--- src/shared/mps_consts.vh ---
// constants for the program sequencer core: phases, opcodes, alu
// operations, status bit positions, reset vector and stack depth.
// assumes plain verilog-2005 and inclusion by bare name.
`ifndef MPS_CONSTS_VH
`define MPS_CONSTS_VH

// ----------------------------------------------------------------
// instruction phases and memory shape
// ----------------------------------------------------------------
`define MPS_PH_T1        2'h0
`define MPS_PH_T4        2'h3
`define MPS_PC_W         12
`define MPS_WORD_W       16
`define MPS_RESET_VECTOR 12'h000
`define MPS_STACK_DEPTH  8
`define MPS_STACK_AW     3
`define MPS_STACK_FULL   4'h8

// ----------------------------------------------------------------
// opcodes in word bits 15:12
// ----------------------------------------------------------------
`define MPS_OP_NOP  4'h0
`define MPS_OP_ALU  4'h1
`define MPS_OP_EXT  4'h2
`define MPS_OP_WPCL 4'h3
`define MPS_OP_RPCL 4'h4
`define MPS_OP_JMP  4'h5
`define MPS_OP_CALL 4'h6
`define MPS_OP_RET  4'h7
`define MPS_OP_INTERRUPT_RETURN 4'h8
`define MPS_OP_SZ   4'h9
`define MPS_OP_SNZ  4'hA
`define MPS_OP_SIZA 4'hB
`define MPS_OP_SDZA 4'hC

// ----------------------------------------------------------------
// alu operations in word bits 11:8, operand in bits 7:0
// ----------------------------------------------------------------
`define MPS_ALU_ADD 4'h0
`define MPS_ALU_ADC 4'h1
`define MPS_ALU_SUB 4'h2
`define MPS_ALU_SBC 4'h3
`define MPS_ALU_AND 4'h4
`define MPS_ALU_OR  4'h5
`define MPS_ALU_XOR 4'h6
`define MPS_ALU_CPL 4'h7
`define MPS_ALU_RR  4'h8
`define MPS_ALU_RL  4'h9
`define MPS_ALU_RRC 4'hA
`define MPS_ALU_RLC 4'hB
`define MPS_ALU_INC 4'hC
`define MPS_ALU_DEC 4'hD
`define MPS_ALU_MOV 4'hE

// ----------------------------------------------------------------
// status register bit positions
// ----------------------------------------------------------------
`define MPS_ST_C  0
`define MPS_ST_AC 1
`define MPS_ST_Z  2
`define MPS_ST_OV 3

`endif

--- src/design/mps_sequencer.v ---
// program sequencer core: four-phase instruction cycle, fetch and
// execute overlap, 12-bit counter, 8-level return stack and 8-bit alu.
// assumes program memory and interrupt logic run on i_ref_clk; memory
// data must be valid by the last phase of the cycle that presents the address.
`timescale 1ns/10ps
`include "mps_consts.vh"

// What this block does
// - four phases form one instruction cycle
// - counter advances and fetch starts at first phase
// - fetch overlaps execute; counter changes cost cycle
// - standard one cycle, extended and branches two
// - counter steps by one unless transferring
// - 12-bit counter, only low byte addressable
// - jumps, calls, interrupts, reset load target
// - taken skip discards fetched word, dummy cycle
// - low byte write jumps within page, dummy
// - 8-level return stack, hidden from software
// - call or interrupt acknowledge pushes counter
// - returns restore counter from top entry
// - reset points stack pointer to top
// - full stack withholds interrupt acknowledge until pop
// - call on full stack loses oldest entry
// - 8-bit alu with arithmetic, logic, rotate ops
// - alu updates carry, borrow and status bits
// - program memory 4K by 16 words
// - execution starts at address zero after reset
module mps_sequencer
#(
    parameter PC_W   = `MPS_PC_W,        // counter width
    parameter WORD_W = `MPS_WORD_W,      // program word width
    parameter ST_LVL = `MPS_STACK_DEPTH, // return stack levels
    parameter ST_AW  = `MPS_STACK_AW     // stack index width
)
(
    input  wire              i_ref_clk,     // system clock, 25 MHz
    input  wire              i_nrst,        // async reset, active low
    input  wire [WORD_W-1:0] i_prog_word,   // program memory read data
    input  wire              i_irq,         // enabled interrupt pending
    input  wire [PC_W-1:0]   i_irq_vector,  // interrupt entry address
    output reg  [PC_W-1:0]   o_prog_addr,   // program memory address
    output reg               o_fetch,       // one-cycle fetch pulse
    output reg  [1:0]        o_phase,       // current instruction phase
    output reg               o_exec_valid,  // low in the cycle after a dummy cycle
    output reg               o_irq_ack,     // one-cycle acknowledge
    output reg  [7:0]        o_acc,         // accumulator
    output reg  [3:0]        o_status,      // status flags
    output reg  [3:0]        o_stack_level  // saved levels, 0..8
);

    // ----------------------------------------------------------------
    // state
    // ----------------------------------------------------------------
    reg  [PC_W-1:0]   pc;          // next fetch address
    reg  [PC_W-1:0]   fetch_addr;  // address of word now being fetched
    reg  [WORD_W-1:0] ir;          // instruction under execution
    reg               ir_valid;    // low turns the cycle into a dummy
    reg               hold;        // second cycle of an extended op
    reg  [ST_AW-1:0]  sp;          // next free stack slot
    wire [PC_W-1:0]   stk_top;     // registered top-of-stack data

    // ----------------------------------------------------------------
    // decode fields
    // ----------------------------------------------------------------
    wire [3:0] op     = ir[15:12];   // opcode
    wire [3:0] alu_op = ir[11:8];    // alu operation
    wire [7:0] imm    = ir[7:0];     // literal operand
    wire       full   = (o_stack_level == `MPS_STACK_FULL);
    wire       at_t4  = (o_phase == `MPS_PH_T4);

    // ----------------------------------------------------------------
    // alu: returns {status, result}
    // ----------------------------------------------------------------
    function [11:0] alu_f;
        input [3:0] fop;
        input [7:0] a;
        input [7:0] b;
        input [3:0] st;
        reg   [8:0] s;
        reg   [4:0] h;
        reg   [7:0] bb;
        reg   [7:0] r;
        reg   [3:0] n;
        reg         ci;
        reg         zup;
        begin
            n   = st;
            r   = a;
            zup = 1'b1;
            // subtract is add of the complement with carry in
            bb  = (fop == `MPS_ALU_SUB || fop == `MPS_ALU_SBC) ? ~b : b;
            case (fop)
                `MPS_ALU_ADD : ci = 1'b0;
                `MPS_ALU_SUB : ci = 1'b1;
                default      : ci = st[`MPS_ST_C];
            endcase
            s = {1'b0, a} + {1'b0, bb} + {8'h00, ci};
            h = {1'b0, a[3:0]} + {1'b0, bb[3:0]} + {4'h0, ci};
            case (fop)
                // arithmetic: carry is inverted borrow on subtract
                `MPS_ALU_ADD, `MPS_ALU_ADC, `MPS_ALU_SUB, `MPS_ALU_SBC :
                begin
                    r = s[7:0];
                    n[`MPS_ST_C]  = s[8];
                    n[`MPS_ST_AC] = h[4];
                    n[`MPS_ST_OV] = (a[7] == bb[7]) && (r[7] != a[7]);
                end
                `MPS_ALU_AND : r = a & b;
                `MPS_ALU_OR  : r = a | b;
                `MPS_ALU_XOR : r = a ^ b;
                `MPS_ALU_CPL : r = ~a;
                // rotates leave zero flag alone
                `MPS_ALU_RR  :
                begin
                    r   = {a[0], a[7:1]};
                    zup = 1'b0;
                end
                `MPS_ALU_RL  :
                begin
                    r   = {a[6:0], a[7]};
                    zup = 1'b0;
                end
                `MPS_ALU_RRC :
                begin
                    r   = {st[`MPS_ST_C], a[7:1]};
                    n[`MPS_ST_C] = a[0];
                    zup = 1'b0;
                end
                `MPS_ALU_RLC :
                begin
                    r   = {a[6:0], st[`MPS_ST_C]};
                    n[`MPS_ST_C] = a[7];
                    zup = 1'b0;
                end
                `MPS_ALU_INC : r = a + 8'h01;
                `MPS_ALU_DEC : r = a - 8'h01;
                `MPS_ALU_MOV :
                begin
                    r   = b;
                    zup = 1'b0;
                end
                default      : zup = 1'b0;
            endcase
            if (zup)
                n[`MPS_ST_Z] = (r == 8'h00);
            alu_f = {n, r};
        end
    endfunction

    wire [11:0] alu_res = alu_f(alu_op, o_acc, imm, o_status);
    wire [7:0]  acc_inc = o_acc + 8'h01;
    wire [7:0]  acc_dec = o_acc - 8'h01;

    // ----------------------------------------------------------------
    // execute decision, evaluated for the edge that ends the last phase
    // ----------------------------------------------------------------
    reg            next_redir;   // counter loads a target
    reg [PC_W-1:0] next_target;  // target address
    reg            next_drop;    // discard the fetched word
    reg            next_push;    // save a return address
    reg            next_pop;     // restore from stack
    reg            next_ext;     // extended op needs a hold cycle
    reg            next_ack;     // interrupt acknowledged
    reg [7:0]      next_acc;     // accumulator result
    reg [3:0]      next_status;  // status result

    // one process decides the whole cycle so priorities stay visible
    always @*
    begin
        next_redir  = 1'b0;
        next_target = pc;
        next_drop   = 1'b0;
        next_push   = 1'b0;
        next_pop    = 1'b0;
        next_ext    = 1'b0;
        next_ack    = 1'b0;
        next_acc    = o_acc;
        next_status = o_status;
        if (ir_valid && !hold)
        begin
            case (op)
                `MPS_OP_ALU  :
                    {next_status, next_acc} = alu_res;
                `MPS_OP_EXT  :
                begin
                    {next_status, next_acc} = alu_res;
                    next_ext = 1'b1;
                end
                // low byte write: jump inside the current page
                `MPS_OP_WPCL :
                begin
                    next_redir  = 1'b1;
                    next_target = {fetch_addr[PC_W-1:8], o_acc};
                end
                // only the low byte is visible to software
                `MPS_OP_RPCL : next_acc = fetch_addr[7:0];
                `MPS_OP_JMP  :
                begin
                    next_redir  = 1'b1;
                    next_target = ir[PC_W-1:0];
                end
                `MPS_OP_CALL :
                begin
                    next_redir  = 1'b1;
                    next_target = ir[PC_W-1:0];
                    next_push   = 1'b1;
                end
                `MPS_OP_RET, `MPS_OP_INTERRUPT_RETURN :
                begin
                    next_redir  = 1'b1;
                    next_target = stk_top;
                    next_pop    = 1'b1;
                end
                `MPS_OP_SZ   : next_drop = (o_acc == 8'h00);
                `MPS_OP_SNZ  : next_drop = (o_acc != 8'h00);
                `MPS_OP_SIZA :
                begin
                    next_acc  = acc_inc;
                    next_drop = (acc_inc == 8'h00);
                end
                `MPS_OP_SDZA :
                begin
                    next_acc  = acc_dec;
                    next_drop = (acc_dec == 8'h00);
                end
                default      : next_drop = 1'b0;
            endcase
        end
        // interrupt waits while the stack is full; a return frees a level
        // and the next boundary takes it
        if (i_irq && !full && !hold && !next_redir && !next_drop
            && !next_ext)
        begin
            next_ack    = 1'b1;
            next_push   = 1'b1;
            next_redir  = 1'b1;
            next_target = i_irq_vector;
        end
    end

    // ----------------------------------------------------------------
    // phase counter
    // ----------------------------------------------------------------
    // free-running: every cycle of i_ref_clk is one phase
    always @(posedge i_ref_clk or negedge i_nrst)
    begin
        if (!i_nrst)
            o_phase <= `MPS_PH_T1;
        else
            o_phase <= o_phase + 2'h1;
    end

    // ----------------------------------------------------------------
    // counter, fetch and instruction register
    // ----------------------------------------------------------------
    // reset presents the vector at once, so pc already holds vector + 1
    // and the first cycle runs as a dummy while word zero arrives
    always @(posedge i_ref_clk or negedge i_nrst)
    begin
        if (!i_nrst)
        begin
            o_prog_addr  <= `MPS_RESET_VECTOR;
            fetch_addr   <= `MPS_RESET_VECTOR;
            pc           <= `MPS_RESET_VECTOR + 12'h001;
            ir           <= 16'h0000;
            ir_valid     <= 1'b0;
            hold         <= 1'b0;
            o_fetch      <= 1'b0;
            o_exec_valid <= 1'b0;
            o_irq_ack    <= 1'b0;
            o_acc        <= 8'h00;
            o_status     <= 4'h0;
        end
        else if (at_t4)
        begin
            o_irq_ack    <= next_ack;
            o_exec_valid <= ir_valid;
            if (hold)
            begin
                // second cycle of an extended op: nothing fetched
                hold    <= 1'b0;
                o_fetch <= 1'b0;
            end
            else
            begin
                o_acc    <= next_acc;
                o_status <= next_status;
                hold     <= next_ext;
                // word fetched this cycle becomes the next to run;
                // a transfer or skip turns it into a dummy
                ir       <= i_prog_word;
                ir_valid <= !(next_redir || next_drop);
                // counter steps at the start of the first phase
                o_fetch  <= 1'b1;
                if (next_redir)
                begin
                    o_prog_addr <= next_target;
                    fetch_addr  <= next_target;
                    pc          <= next_target + 12'h001;
                end
                else
                begin
                    o_prog_addr <= pc;
                    fetch_addr  <= pc;
                    pc          <= pc + 12'h001;
                end
            end
        end
        else
        begin
            o_fetch   <= 1'b0;
            o_irq_ack <= 1'b0;
        end
    end

    // ----------------------------------------------------------------
    // return stack pointer and level count
    // ----------------------------------------------------------------
    // circular slots: a push on a full stack overwrites the oldest value
    // and the level count saturates at the depth
    always @(posedge i_ref_clk or negedge i_nrst)
    begin
        if (!i_nrst)
        begin
            sp            <= {ST_AW{1'b0}};
            o_stack_level <= 4'h0;
        end
        else if (at_t4 && !hold)
        begin
            if (next_push)
            begin
                sp <= sp + 3'h1;
                if (!full)
                    o_stack_level <= o_stack_level + 4'h1;
            end
            else if (next_pop)
            begin
                sp <= sp - 3'h1;
                if (o_stack_level != 4'h0)
                    o_stack_level <= o_stack_level - 4'h1;
            end
        end
    end

    // ----------------------------------------------------------------
    // return stack storage, no software path in or out
    // ----------------------------------------------------------------
    wire stk_wr = at_t4 && !hold && next_push;
    wire [ST_AW-1:0] stk_rd_addr = sp - 3'h1;

    // the saved value is the address of the word that would have run
    mps_stack_ram
    #(
        .DEPTH (ST_LVL),
        .AW    (ST_AW),
        .DW    (PC_W)
    )
    u_stack
    (
        .i_ref_clk (i_ref_clk),
        .i_nrst    (i_nrst),
        .i_wr_en   (stk_wr),
        .i_wr_addr (sp),
        .i_wr_data (fetch_addr),
        .i_rd_addr (stk_rd_addr),
        .o_rd_data (stk_top)
    );

endmodule

--- src/design/mps_stack_ram.v ---
// return stack storage: small register array, registered read data.
// assumes one clock; the read port follows i_rd_addr one edge later.
`timescale 1ns/10ps

module mps_stack_ram
#(
    parameter DEPTH = 8,                 // levels
    parameter AW    = 3,                 // index width
    parameter DW    = 12                 // saved counter width
)
(
    input  wire          i_ref_clk,      // system clock
    input  wire          i_nrst,         // async reset, active low
    input  wire          i_wr_en,        // write strobe
    input  wire [AW-1:0] i_wr_addr,      // write slot
    input  wire [DW-1:0] i_wr_data,      // counter value to save
    input  wire [AW-1:0] i_rd_addr,      // slot to read
    output reg  [DW-1:0] o_rd_data       // registered read data
);

    // ----------------------------------------------------------------
    // storage
    // ----------------------------------------------------------------
    reg [DW-1:0] mem [0:DEPTH-1];        // array, not reset on purpose

    // write port: no reset so the array maps onto plain storage
    always @(posedge i_ref_clk)
    begin
        if (i_wr_en)
            mem[i_wr_addr] <= i_wr_data;
    end

    // read port: output comes from a register
    always @(posedge i_ref_clk or negedge i_nrst)
    begin
        if (!i_nrst)
            o_rd_data <= {DW{1'b0}};
        else
            o_rd_data <= mem[i_rd_addr];
    end

endmodule

--- config.mk ---
export PLATFORM = sky130hd
export DESIGN_NAME = mps_sequencer
export DESIGN_NICKNAME = d
export VERILOG_FILES = /design/src/design/mps_sequencer.v /design/src/design/mps_stack_ram.v
export VERILOG_INCLUDE_DIRS = /design/src /design/src/shared
export SDC_FILE = /design/constraint.sdc
export NUM_CORES = 1
export LEC_CHECK = 0
export BUFFER_PORTS_ARGS = -buffer_cell sky130_fd_sc_hd__buf_2
export CAP_MARGIN = 15
export CORE_UTILIZATION = 50
export CTS_CLUSTER_SIZE = 40
export DETAILED_ROUTE_END_ITERATION = 8
export HOLD_SLACK_MARGIN = 0.03
export PLACE_DENSITY = 0.71
export SLEW_MARGIN = 20
export SYNTH_ARGS = -nofsm -noshare
export SYNTH_HDL_FRONTEND = slang
export SYNTH_SLANG_ARGS = --single-unit
--- constraint.sdc ---
create_clock -name i_ref_clk -period 10.15 [get_ports i_ref_clk]
set_clock_uncertainty 0.15 [all_clocks]
set_input_delay 1.015 -clock i_ref_clk [delete_from_list [all_inputs] [get_ports i_ref_clk]]
set_output_delay 1.015 -clock i_ref_clk [all_outputs]
set_load 0.01 [all_outputs]
==> impl_metrics.xml, run 1 <==
<?xml version="1.0" encoding="UTF-8"?>
<metrics>
  <group name="outcome">
    <metric name="outcome" unit="">finished clean</metric>
  </group>
  <group name="global_route">
    <metric name="antenna_violations_before_repair" unit="">0</metric>
    <metric name="leftover_overflow_at_the_end_of_global_routing" unit="">0</metric>
    <metric name="grt_max_degree" unit="">50</metric>
    <metric name="grt.total_usage" unit="%">26.2</metric>
    <metric name="global_route_wire_length_before_repair" unit="µm">39700</metric>
    <metric name="first_global_vias" unit="">6919</metric>
  </group>
  <group name="clock_tree">
    <metric name="cts-root-buf" unit="">clkbuf_16</metric>
    <metric name="holdBufCountCts" unit="">0</metric>
    <metric name="numClockSinks" unit="">174</metric>
    <metric name="htree_num_levels" unit="">4</metric>
    <metric name="insertion_delay" unit="ps">430</metric>
    <metric name="cts-buffers-inserted" unit="">17</metric>
    <metric name="number_of_gates_given_a_new_drive_strength_after_cts" unit="">0</metric>
    <metric name="clkSlewWorstSetupHoldPaths" unit="ps">70</metric>
    <metric name="cts_tree" unit="">built</metric>
    <metric name="cts_post_setup_buffers_inserted" unit="">0</metric>
    <metric name="maximum_root_to_sink_buffer_count" unit="">2</metric>
  </group>
  <group name="floorplan">
    <metric name="die-area" unit="µm²">20200</metric>
    <metric name="num_rows" unit="">50</metric>
    <metric name="initial_core_util" unit="%">51.7</metric>
    <metric name="floorplan.io_pins" unit="">64</metric>
    <metric name="die-height" unit="µm">142</metric>
    <metric name="die_width" unit="µm">142</metric>
    <metric name="area_of_the_core" unit="µm²">19000</metric>
  </group>
  <group name="yosys">
    <metric name="mappedNetlistArea" unit="µm²">9840</metric>
    <metric name="post_synth_inst_count" unit="">896</metric>
    <metric name="synth_top_area_share" unit="%">29.3</metric>
    <metric name="mappedNetlistNets" unit="">964</metric>
    <metric name="ys.flop_type" unit="">edfxtp_1</metric>
    <metric name="seq_area_frac_synth" unit="%">49.2</metric>
    <metric name="asyncSetResetFlopFracSynth" unit="%">44.8</metric>
    <metric name="postSynthRegisterBits" unit="">174</metric>
    <metric name="synth_area_leader_cell" unit="">edfxtp_1</metric>
    <metric name="post_synth_main_area_contributors" unit="">edfxtp_1 29%, dfrtp_1 20%, mux4_2 5.5%</metric>
    <metric name="synth_warnings" unit="">0</metric>
    <metric name="unique_masters_post_synth" unit="">85</metric>
    <metric name="post_synth.cell_area_avg" unit="µm²">11.0</metric>
    <metric name="synth_edf_count" unit="">96</metric>
  </group>
  <group name="timing">
    <metric name="report.final.hold_viol_count" unit="">0</metric>
    <metric name="rsz_0062_raised_after_global_routing" unit="">false</metric>
    <metric name="maxClockFrequency" unit="GHz">0.205</metric>
    <metric name="period_share" unit="%">48.0</metric>
    <metric name="max_slew_margin" unit="%">25.1</metric>
    <metric name="maxSlewViolCount" unit="">0</metric>
    <metric name="final.min_clock_period" unit="ps">4880</metric>
    <metric name="worst_pin_slew" unit="ps">1120</metric>
    <metric name="final.setup.worst_slack" unit="ps">5270</metric>
    <metric name="finalSetupViolCount" unit="">0</metric>
    <metric name="setup_tns" unit="ps">0</metric>
  </group>
  <group name="pwr">
    <metric name="power.static_leakage" unit="nW">4.19</metric>
    <metric name="vdd_drop_max" unit="V">0.000163</metric>
    <metric name="power_per_cell_area" unit="nW/µm²">264</metric>
  </group>
  <group name="final_layout">
    <metric name="area.growth.synth_to_final" unit="%">11.4</metric>
    <metric name="n_antenna_cell" unit="">0</metric>
    <metric name="drive_gt1_share" unit="%">18.2</metric>
    <metric name="fillers" unit="">1647</metric>
    <metric name="fin_nets" unit="">995</metric>
    <metric name="fin_cells" unit="">1200</metric>
    <metric name="post-route-cell-area" unit="µm²">11000</metric>
  </group>
  <group name="setup_path">
    <metric name="timing.critical_path.to_type" unit="">flip-flop</metric>
    <metric name="worstPathArrival" unit="ps">5080</metric>
    <metric name="cp-start-kind" unit="">flip-flop</metric>
    <metric name="worst-path-max-fanout" unit="">32</metric>
    <metric name="worst-setup-path-type" unit="">reg -&gt; reg</metric>
    <metric name="crit_required" unit="ps">10350</metric>
    <metric name="ff2ff_setup_slack" unit="ps">5270</metric>
  </group>
  <group name="route">
    <metric name="avgViaCountPerCell" unit="">6.15</metric>
    <metric name="first_iter_violations" unit="">788</metric>
    <metric name="detail_route.wl_per_cell" unit="µm">21.2</metric>
    <metric name="drt.antenna.violating_nets" unit="">0</metric>
    <metric name="drt_pre_antenna_iters" unit="">7</metric>
    <metric name="drc_viols" unit="">0</metric>
    <metric name="routed-via-count" unit="">7377</metric>
    <metric name="finalWirelength" unit="µm">25400</metric>
  </group>
  <group name="hold_path">
    <metric name="worst_hold_path_type" unit="">reg -&gt; reg</metric>
  </group>
  <group name="place">
    <metric name="placed_area" unit="µm²">10300</metric>
    <metric name="portBuffers" unit="">63</metric>
    <metric name="detailedPlace.worstSlack" unit="ps">5460</metric>
    <metric name="dpl.hpwl" unit="µm">17300</metric>
    <metric name="gp_congestion" unit="">0.960</metric>
    <metric name="post_placement_cell_count" unit="">1168</metric>
  </group>
  <group name="run">
    <metric name="max-cap-violations" unit="">0</metric>
  </group>
</metrics>
==> Yosys cell counts, types with 10 or more instances <==
cell type / number
nand2_1: 106
edfxtp_1: 96
dfrtp_1: 77
o21ai_0: 58
clkbuf_1: 47
nor2_1: 43
a21oi_1: 39
xnor2_1: 35
ha_1: 34
inv_1: 31
nor3_1: 29
mux4_2: 24
mux2_2: 17
nand3_1: 17
a211oi_1: 16
mux2i_1: 16
a22oi_1: 11
a31oi_1: 11
nor2b_1: 11
o22ai_1: 11
nand2b_1: 10
==> sequential cells by signal (all words and copies together), names as in the netlist <==
name               cells
fetch_addr            12
sp                     3
o_irq_ack              1
ir                    16
o_exec_valid           1
u_stack.mem           96
o_acc                  8
hold                   1
pc                    12
o_status               4
o_fetch                1
o_stack_level          4
o_phase                2
u_stack.o_rd_data     12
ir_valid               1
==> stage by stage <==
step                hold WS [ps]  util, %  total power, mW
detailed placement           292     54.3             2.21
global placement             284     54.3             2.19
floorplan                    289        -             1.86
CTS                          303     57.6             2.90
finish                       295     57.6             2.90
global route                 323     57.6             3.05
==> power breakdown <==
group	leakage, nW	internal, mW	total (mW)	switching [mW]
clock	0.297	0.377	0.686	0.309
sequential	1.82	0.896	1.14	0.247
combinational	2.07	0.498	1.07	0.572
total	4.19	1.77	2.90	1.13
==> cell usage in the layout, fill, tap and decap left out, drive strengths merged, types with 4 or more instances in the layout <==
cell type / n
nor2: 44
nor3b: 8
inv: 39
and2: 8
a31oi: 11
a221oi: 8
a22oi: 11
edfxtp: 96
nand2b: 10
mux2i: 16
a21oi: 40
o31ai: 5
o21ai: 60
clkinv: 5
buf: 72
or3: 6
o22ai: 11
mux4: 24
nand3b: 5
a21o: 9
o311ai: 4
ha: 34
xnor2: 35
o211ai: 5
and4: 4
mux2: 18
nor2b: 11
nand3: 17
nor3: 29
a211oi: 17
dfrtp: 77
clkbuf: 17
nor4: 5
xor2: 8
o21bai: 4
nand2: 106
==> routing by layer <==
layer | GRT usage [%] | vias to the layer above | share of wire, %
met4 | 7.24 | 0 | 1.7
met1 | 39.0 | 3608 | 45
met3 | 3.97 | 31 | 7.2
met2 | 40.0 | 348 | 46
met5 | 0 | - | 0
li1 | - | 3390 | -
==> worst paths after layout <==
path | from | endpoint | cells after the start
min reg2reg | o_phase[0] | o_phase[0] | 1
min | o_phase[0] | o_phase[0] | 1
max | ir[15] | pc[8] | 13
min in group asynchronous | i_nrst | ir[10] | 1
max reg2reg | ir[15] | pc[8] | 13
max in group asynchronous | i_nrst | fetch_addr[3] | 2
==> critical path, cell delays in order, from the launching register on <==
cell	delay, ps
dfrtp_1	1030
nor4b_2	920
a21oi_1	200
nor2_2	430
nor2_1	200
o21a_4	270
a221oi_2	490
inv_1	140
ha_1	260
nand2_1	70
mux2i_1	130
nor3b_1	180
xor2_1	150
o21ai_0	160
==> cell families after synthesis <==
group                    synth area share [%]
flip-flops                               49.2
buffers and inverters                    3.87
XOR/XNOR                                 3.83
AO/OA/AOI/OAI                            15.1
multiplexers                             9.18
adder cells (fa/ha/maj)                  5.04
AND/OR/NAND/NOR                          13.8
==> area by class of cell <==
| class | instances | area (µm²) | area share [%] |
|---|---|---|---|
| Inverter | 33 | 129 | 1.18 |
| Clock buffer | 17 | 425 | 3.88 |
| Timing Repair Buffer | 72 | 385 | 3.52 |
| Multi-Input combinational cell | 629 | 4670 | 42.6 |
| Clock inverter | 15 | 194 | 1.77 |
| Tap cell | 260 | 325 | 2.97 |
| Sequential cell | 174 | 4840 | 44.1 |
Power figures use the tool's default switching activity.
==> inputs of run 2 (changes only) <==
clock period = 5 ns   (was 10.15 ns; I/O delays follow)
==> run 2 against run 1 <==
Effect of this change: die area unchanged; global-route usage increased by 0.80 points; setup slack got worse by 4500 ps; clock power increased by 98%; count of clock-buffer cells in the layout unchanged; critical endpoint is now o_stack_level[3]; highest routed layer unchanged.
==> impl_metrics.xml, run 2 (same netlist as run 1, synthesis figures left out) <==
<?xml version="1.0" encoding="UTF-8"?>
<metrics>
  <group name="global_route">
    <metric name="first_global_vias" unit="">7116</metric>
    <metric name="global_route_wire_length_before_repair" unit="µm">40800</metric>
    <metric name="grt.total_usage" unit="%">27.0</metric>
    <metric name="grt_max_degree" unit="">79</metric>
    <metric name="leftover_overflow_at_the_end_of_global_routing" unit="">0</metric>
    <metric name="antenna_violations_before_repair" unit="">0</metric>
  </group>
  <group name="place">
    <metric name="gp_congestion" unit="">0.909</metric>
    <metric name="dpl.hpwl" unit="µm">17300</metric>
    <metric name="portBuffers" unit="">63</metric>
    <metric name="placed_area" unit="µm²">10500</metric>
  </group>
  <group name="final_layout">
    <metric name="fin_nets" unit="">1013</metric>
    <metric name="mostFrequentLayoutCell" unit="">nand2_1</metric>
    <metric name="regMostFlops" unit="">u_stack.mem</metric>
    <metric name="layout.cells.most_common_list" unit="">106 x nand2_1, 96 x edfxtp_1, 77 x dfrtp_1, 62 x buf_2, 58 x o21ai_0</metric>
    <metric name="largest_reg_flops" unit="">96</metric>
    <metric name="multi_input_gate_area" unit="µm²">4660</metric>
    <metric name="fillers" unit="">1607</metric>
    <metric name="seq_area" unit="µm²">4840</metric>
    <metric name="n_antenna_cell" unit="">0</metric>
    <metric name="layout_top_registers" unit="">u_stack.mem: 96 flops, ir: 16 flops</metric>
    <metric name="area.growth.synth_to_final" unit="%">12.7</metric>
    <metric name="post-route-cell-area" unit="µm²">11100</metric>
    <metric name="drive_gt1_share" unit="%">19.4</metric>
  </group>
  <group name="clock_tree">
    <metric name="htree_num_levels" unit="">4</metric>
    <metric name="maximum_root_to_sink_buffer_count" unit="">2</metric>
    <metric name="clkSlewWorstSetupHoldPaths" unit="ps">80</metric>
    <metric name="number_of_gates_given_a_new_drive_strength_after_cts" unit="">0</metric>
    <metric name="cts_post_setup_buffers_inserted" unit="">0</metric>
    <metric name="cts-buffers-inserted" unit="">17</metric>
    <metric name="numClockSinks" unit="">174</metric>
    <metric name="cts-root-buf" unit="">clkbuf_16</metric>
    <metric name="insertion_delay" unit="ps">440</metric>
    <metric name="cts_tree" unit="">built</metric>
  </group>
  <group name="setup_path">
    <metric name="path_delay_family" unit="">compound AO/OA/AOI/OAI gates</metric>
    <metric name="timing.critical_path.slowest_cell_delay" unit="ps">560</metric>
    <metric name="worst-setup-path-type" unit="">reg -&gt; reg</metric>
    <metric name="critical_path.slowest_cell" unit="">dfrtp_1</metric>
    <metric name="crit_required" unit="ps">5220</metric>
    <metric name="timing.critical_path.to_type" unit="">flip-flop</metric>
    <metric name="cp-start-kind" unit="">flip-flop</metric>
    <metric name="worstPathArrival" unit="ps">4460</metric>
    <metric name="critPathMostFrequentCell" unit="">a21oi_1</metric>
    <metric name="worst-path-max-fanout" unit="">21</metric>
    <metric name="timing.critical_path.cells" unit="">or3_1, or4_4, and4_4, a211oi_4, o21a_4, o21bai_4, clkinv_4, ha_1, a21o_1, a21oi_1, nand2b_1, mux2i_1, a21oi_1, a31oi_1</metric>
    <metric name="timing.critical_path.buf_inv" unit="">1</metric>
  </group>
  <group name="timing">
    <metric name="setup_tns" unit="ps">0</metric>
    <metric name="rsz_0062_raised_after_global_routing" unit="">false</metric>
    <metric name="period_share" unit="%">84.8</metric>
    <metric name="maxSlewViolCount" unit="">0</metric>
    <metric name="max_slew_margin" unit="%">49.2</metric>
    <metric name="maxClockFrequency" unit="GHz">0.236</metric>
    <metric name="worst_pin_slew" unit="ps">752</metric>
    <metric name="final.min_clock_period" unit="ps">4240</metric>
    <metric name="report.final.hold_viol_count" unit="">0</metric>
    <metric name="finalSetupViolCount" unit="">0</metric>
  </group>
  <group name="hold_path">
    <metric name="worst_hold_path_type" unit="">in -&gt; reg</metric>
  </group>
  <group name="route">
    <metric name="drt.antenna.violating_nets" unit="">0</metric>
    <metric name="drt_pre_antenna_iters" unit="">6</metric>
    <metric name="avgViaCountPerCell" unit="">6.12</metric>
    <metric name="finalWirelength" unit="µm">25600</metric>
    <metric name="first_iter_violations" unit="">792</metric>
    <metric name="drc_viols" unit="">0</metric>
    <metric name="routed-via-count" unit="">7451</metric>
    <metric name="detail_route.wl_per_cell" unit="µm">21.1</metric>
  </group>
  <group name="outcome">
    <metric name="outcome" unit="">finished clean</metric>
  </group>
  <group name="floorplan">
    <metric name="num_rows" unit="">50</metric>
    <metric name="die_width" unit="µm">142</metric>
    <metric name="initial_core_util" unit="%">51.7</metric>
    <metric name="die-area" unit="µm²">20200</metric>
    <metric name="floorplan.io_pins" unit="">64</metric>
    <metric name="area_of_the_core" unit="µm²">19000</metric>
    <metric name="die-height" unit="µm">142</metric>
  </group>
  <group name="run">
    <metric name="max-cap-violations" unit="">0</metric>
  </group>
  <group name="pwr">
    <metric name="power.static_leakage" unit="nW">4.27</metric>
    <metric name="power_per_cell_area" unit="nW/µm²">529</metric>
    <metric name="vdd_drop_max" unit="V">0.000391</metric>
  </group>
</metrics>
[run 2: through the flow]
stage,hold slack (ps),util [%],instances,total power [mW],setup WS (ps)
CTS,90.1,58.2,1217,5.87,798
floorplan,54.4,-,896,3.78,400
finish,103,58.3,1218,5.87,759
global route,110,58.3,1218,6.18,529
global placement,282,55.0,1185,4.48,878
detailed placement,293,55.0,1185,4.49,813
[run 2: layer usage]
metal  track usage [%]  vias up  wire, µm
li1                  -     3421         -
met1              39.6     3603     11500
met2              40.2      370     11500
met3              5.59       57      2070
met4              8.49        0       607
met5                 0        -         0
[run 2: power breakdown]
part           leakage (nW)  total [mW]  switching [mW]  internal, mW
Clock                 0.296        1.36           0.672         0.684
Sequential             1.82        2.21           0.386          1.82
Combinational          2.16        2.31            1.27          1.03
Total                  4.27        5.87            2.33          3.54
[run 2: timing repair]
action | CTS | global route
endpoints found under the setup margin | 0 | 0
hold buffers | 0 | 1
endpoints found under the hold margin | 0 | 23
[run 2: path summary, 6_finish.rpt]
check / start / endpoint / slack, ps / cells after the start
max in group asynchronous: i_nrst / o_status[2] / 3660 / 2
hold reg to reg: o_phase[0] / o_phase[0] / 300 / 1
setup / recovery: o_acc[3] / o_stack_level[3] / 760 / 14
setup reg to reg: o_acc[3] / o_stack_level[3] / 760 / 14
min in group asynchronous: i_nrst / ir[9] / 510 / 2
hold / removal: i_prog_word[11] / ir[11] / 100 / 3
[run 2: cell type report]
class | instances | area share, %
clock buffers | 17 | 3.84
clock inverters | 15 | 1.66
inverters | 33 | 1.16
multi-input cells | 629 | 42.0
flip-flops and latches | 174 | 43.6
well taps | 260 | 2.94
repair buffers | 90 | 4.75
[run 2: tightest hold or removal path, delay by kind of cell]
| family | cells | cell delay, ps |
|---|---|---|
| buffers and inverters | 1 | 70 |
| and+or+nand+nor | 2 | 80 |
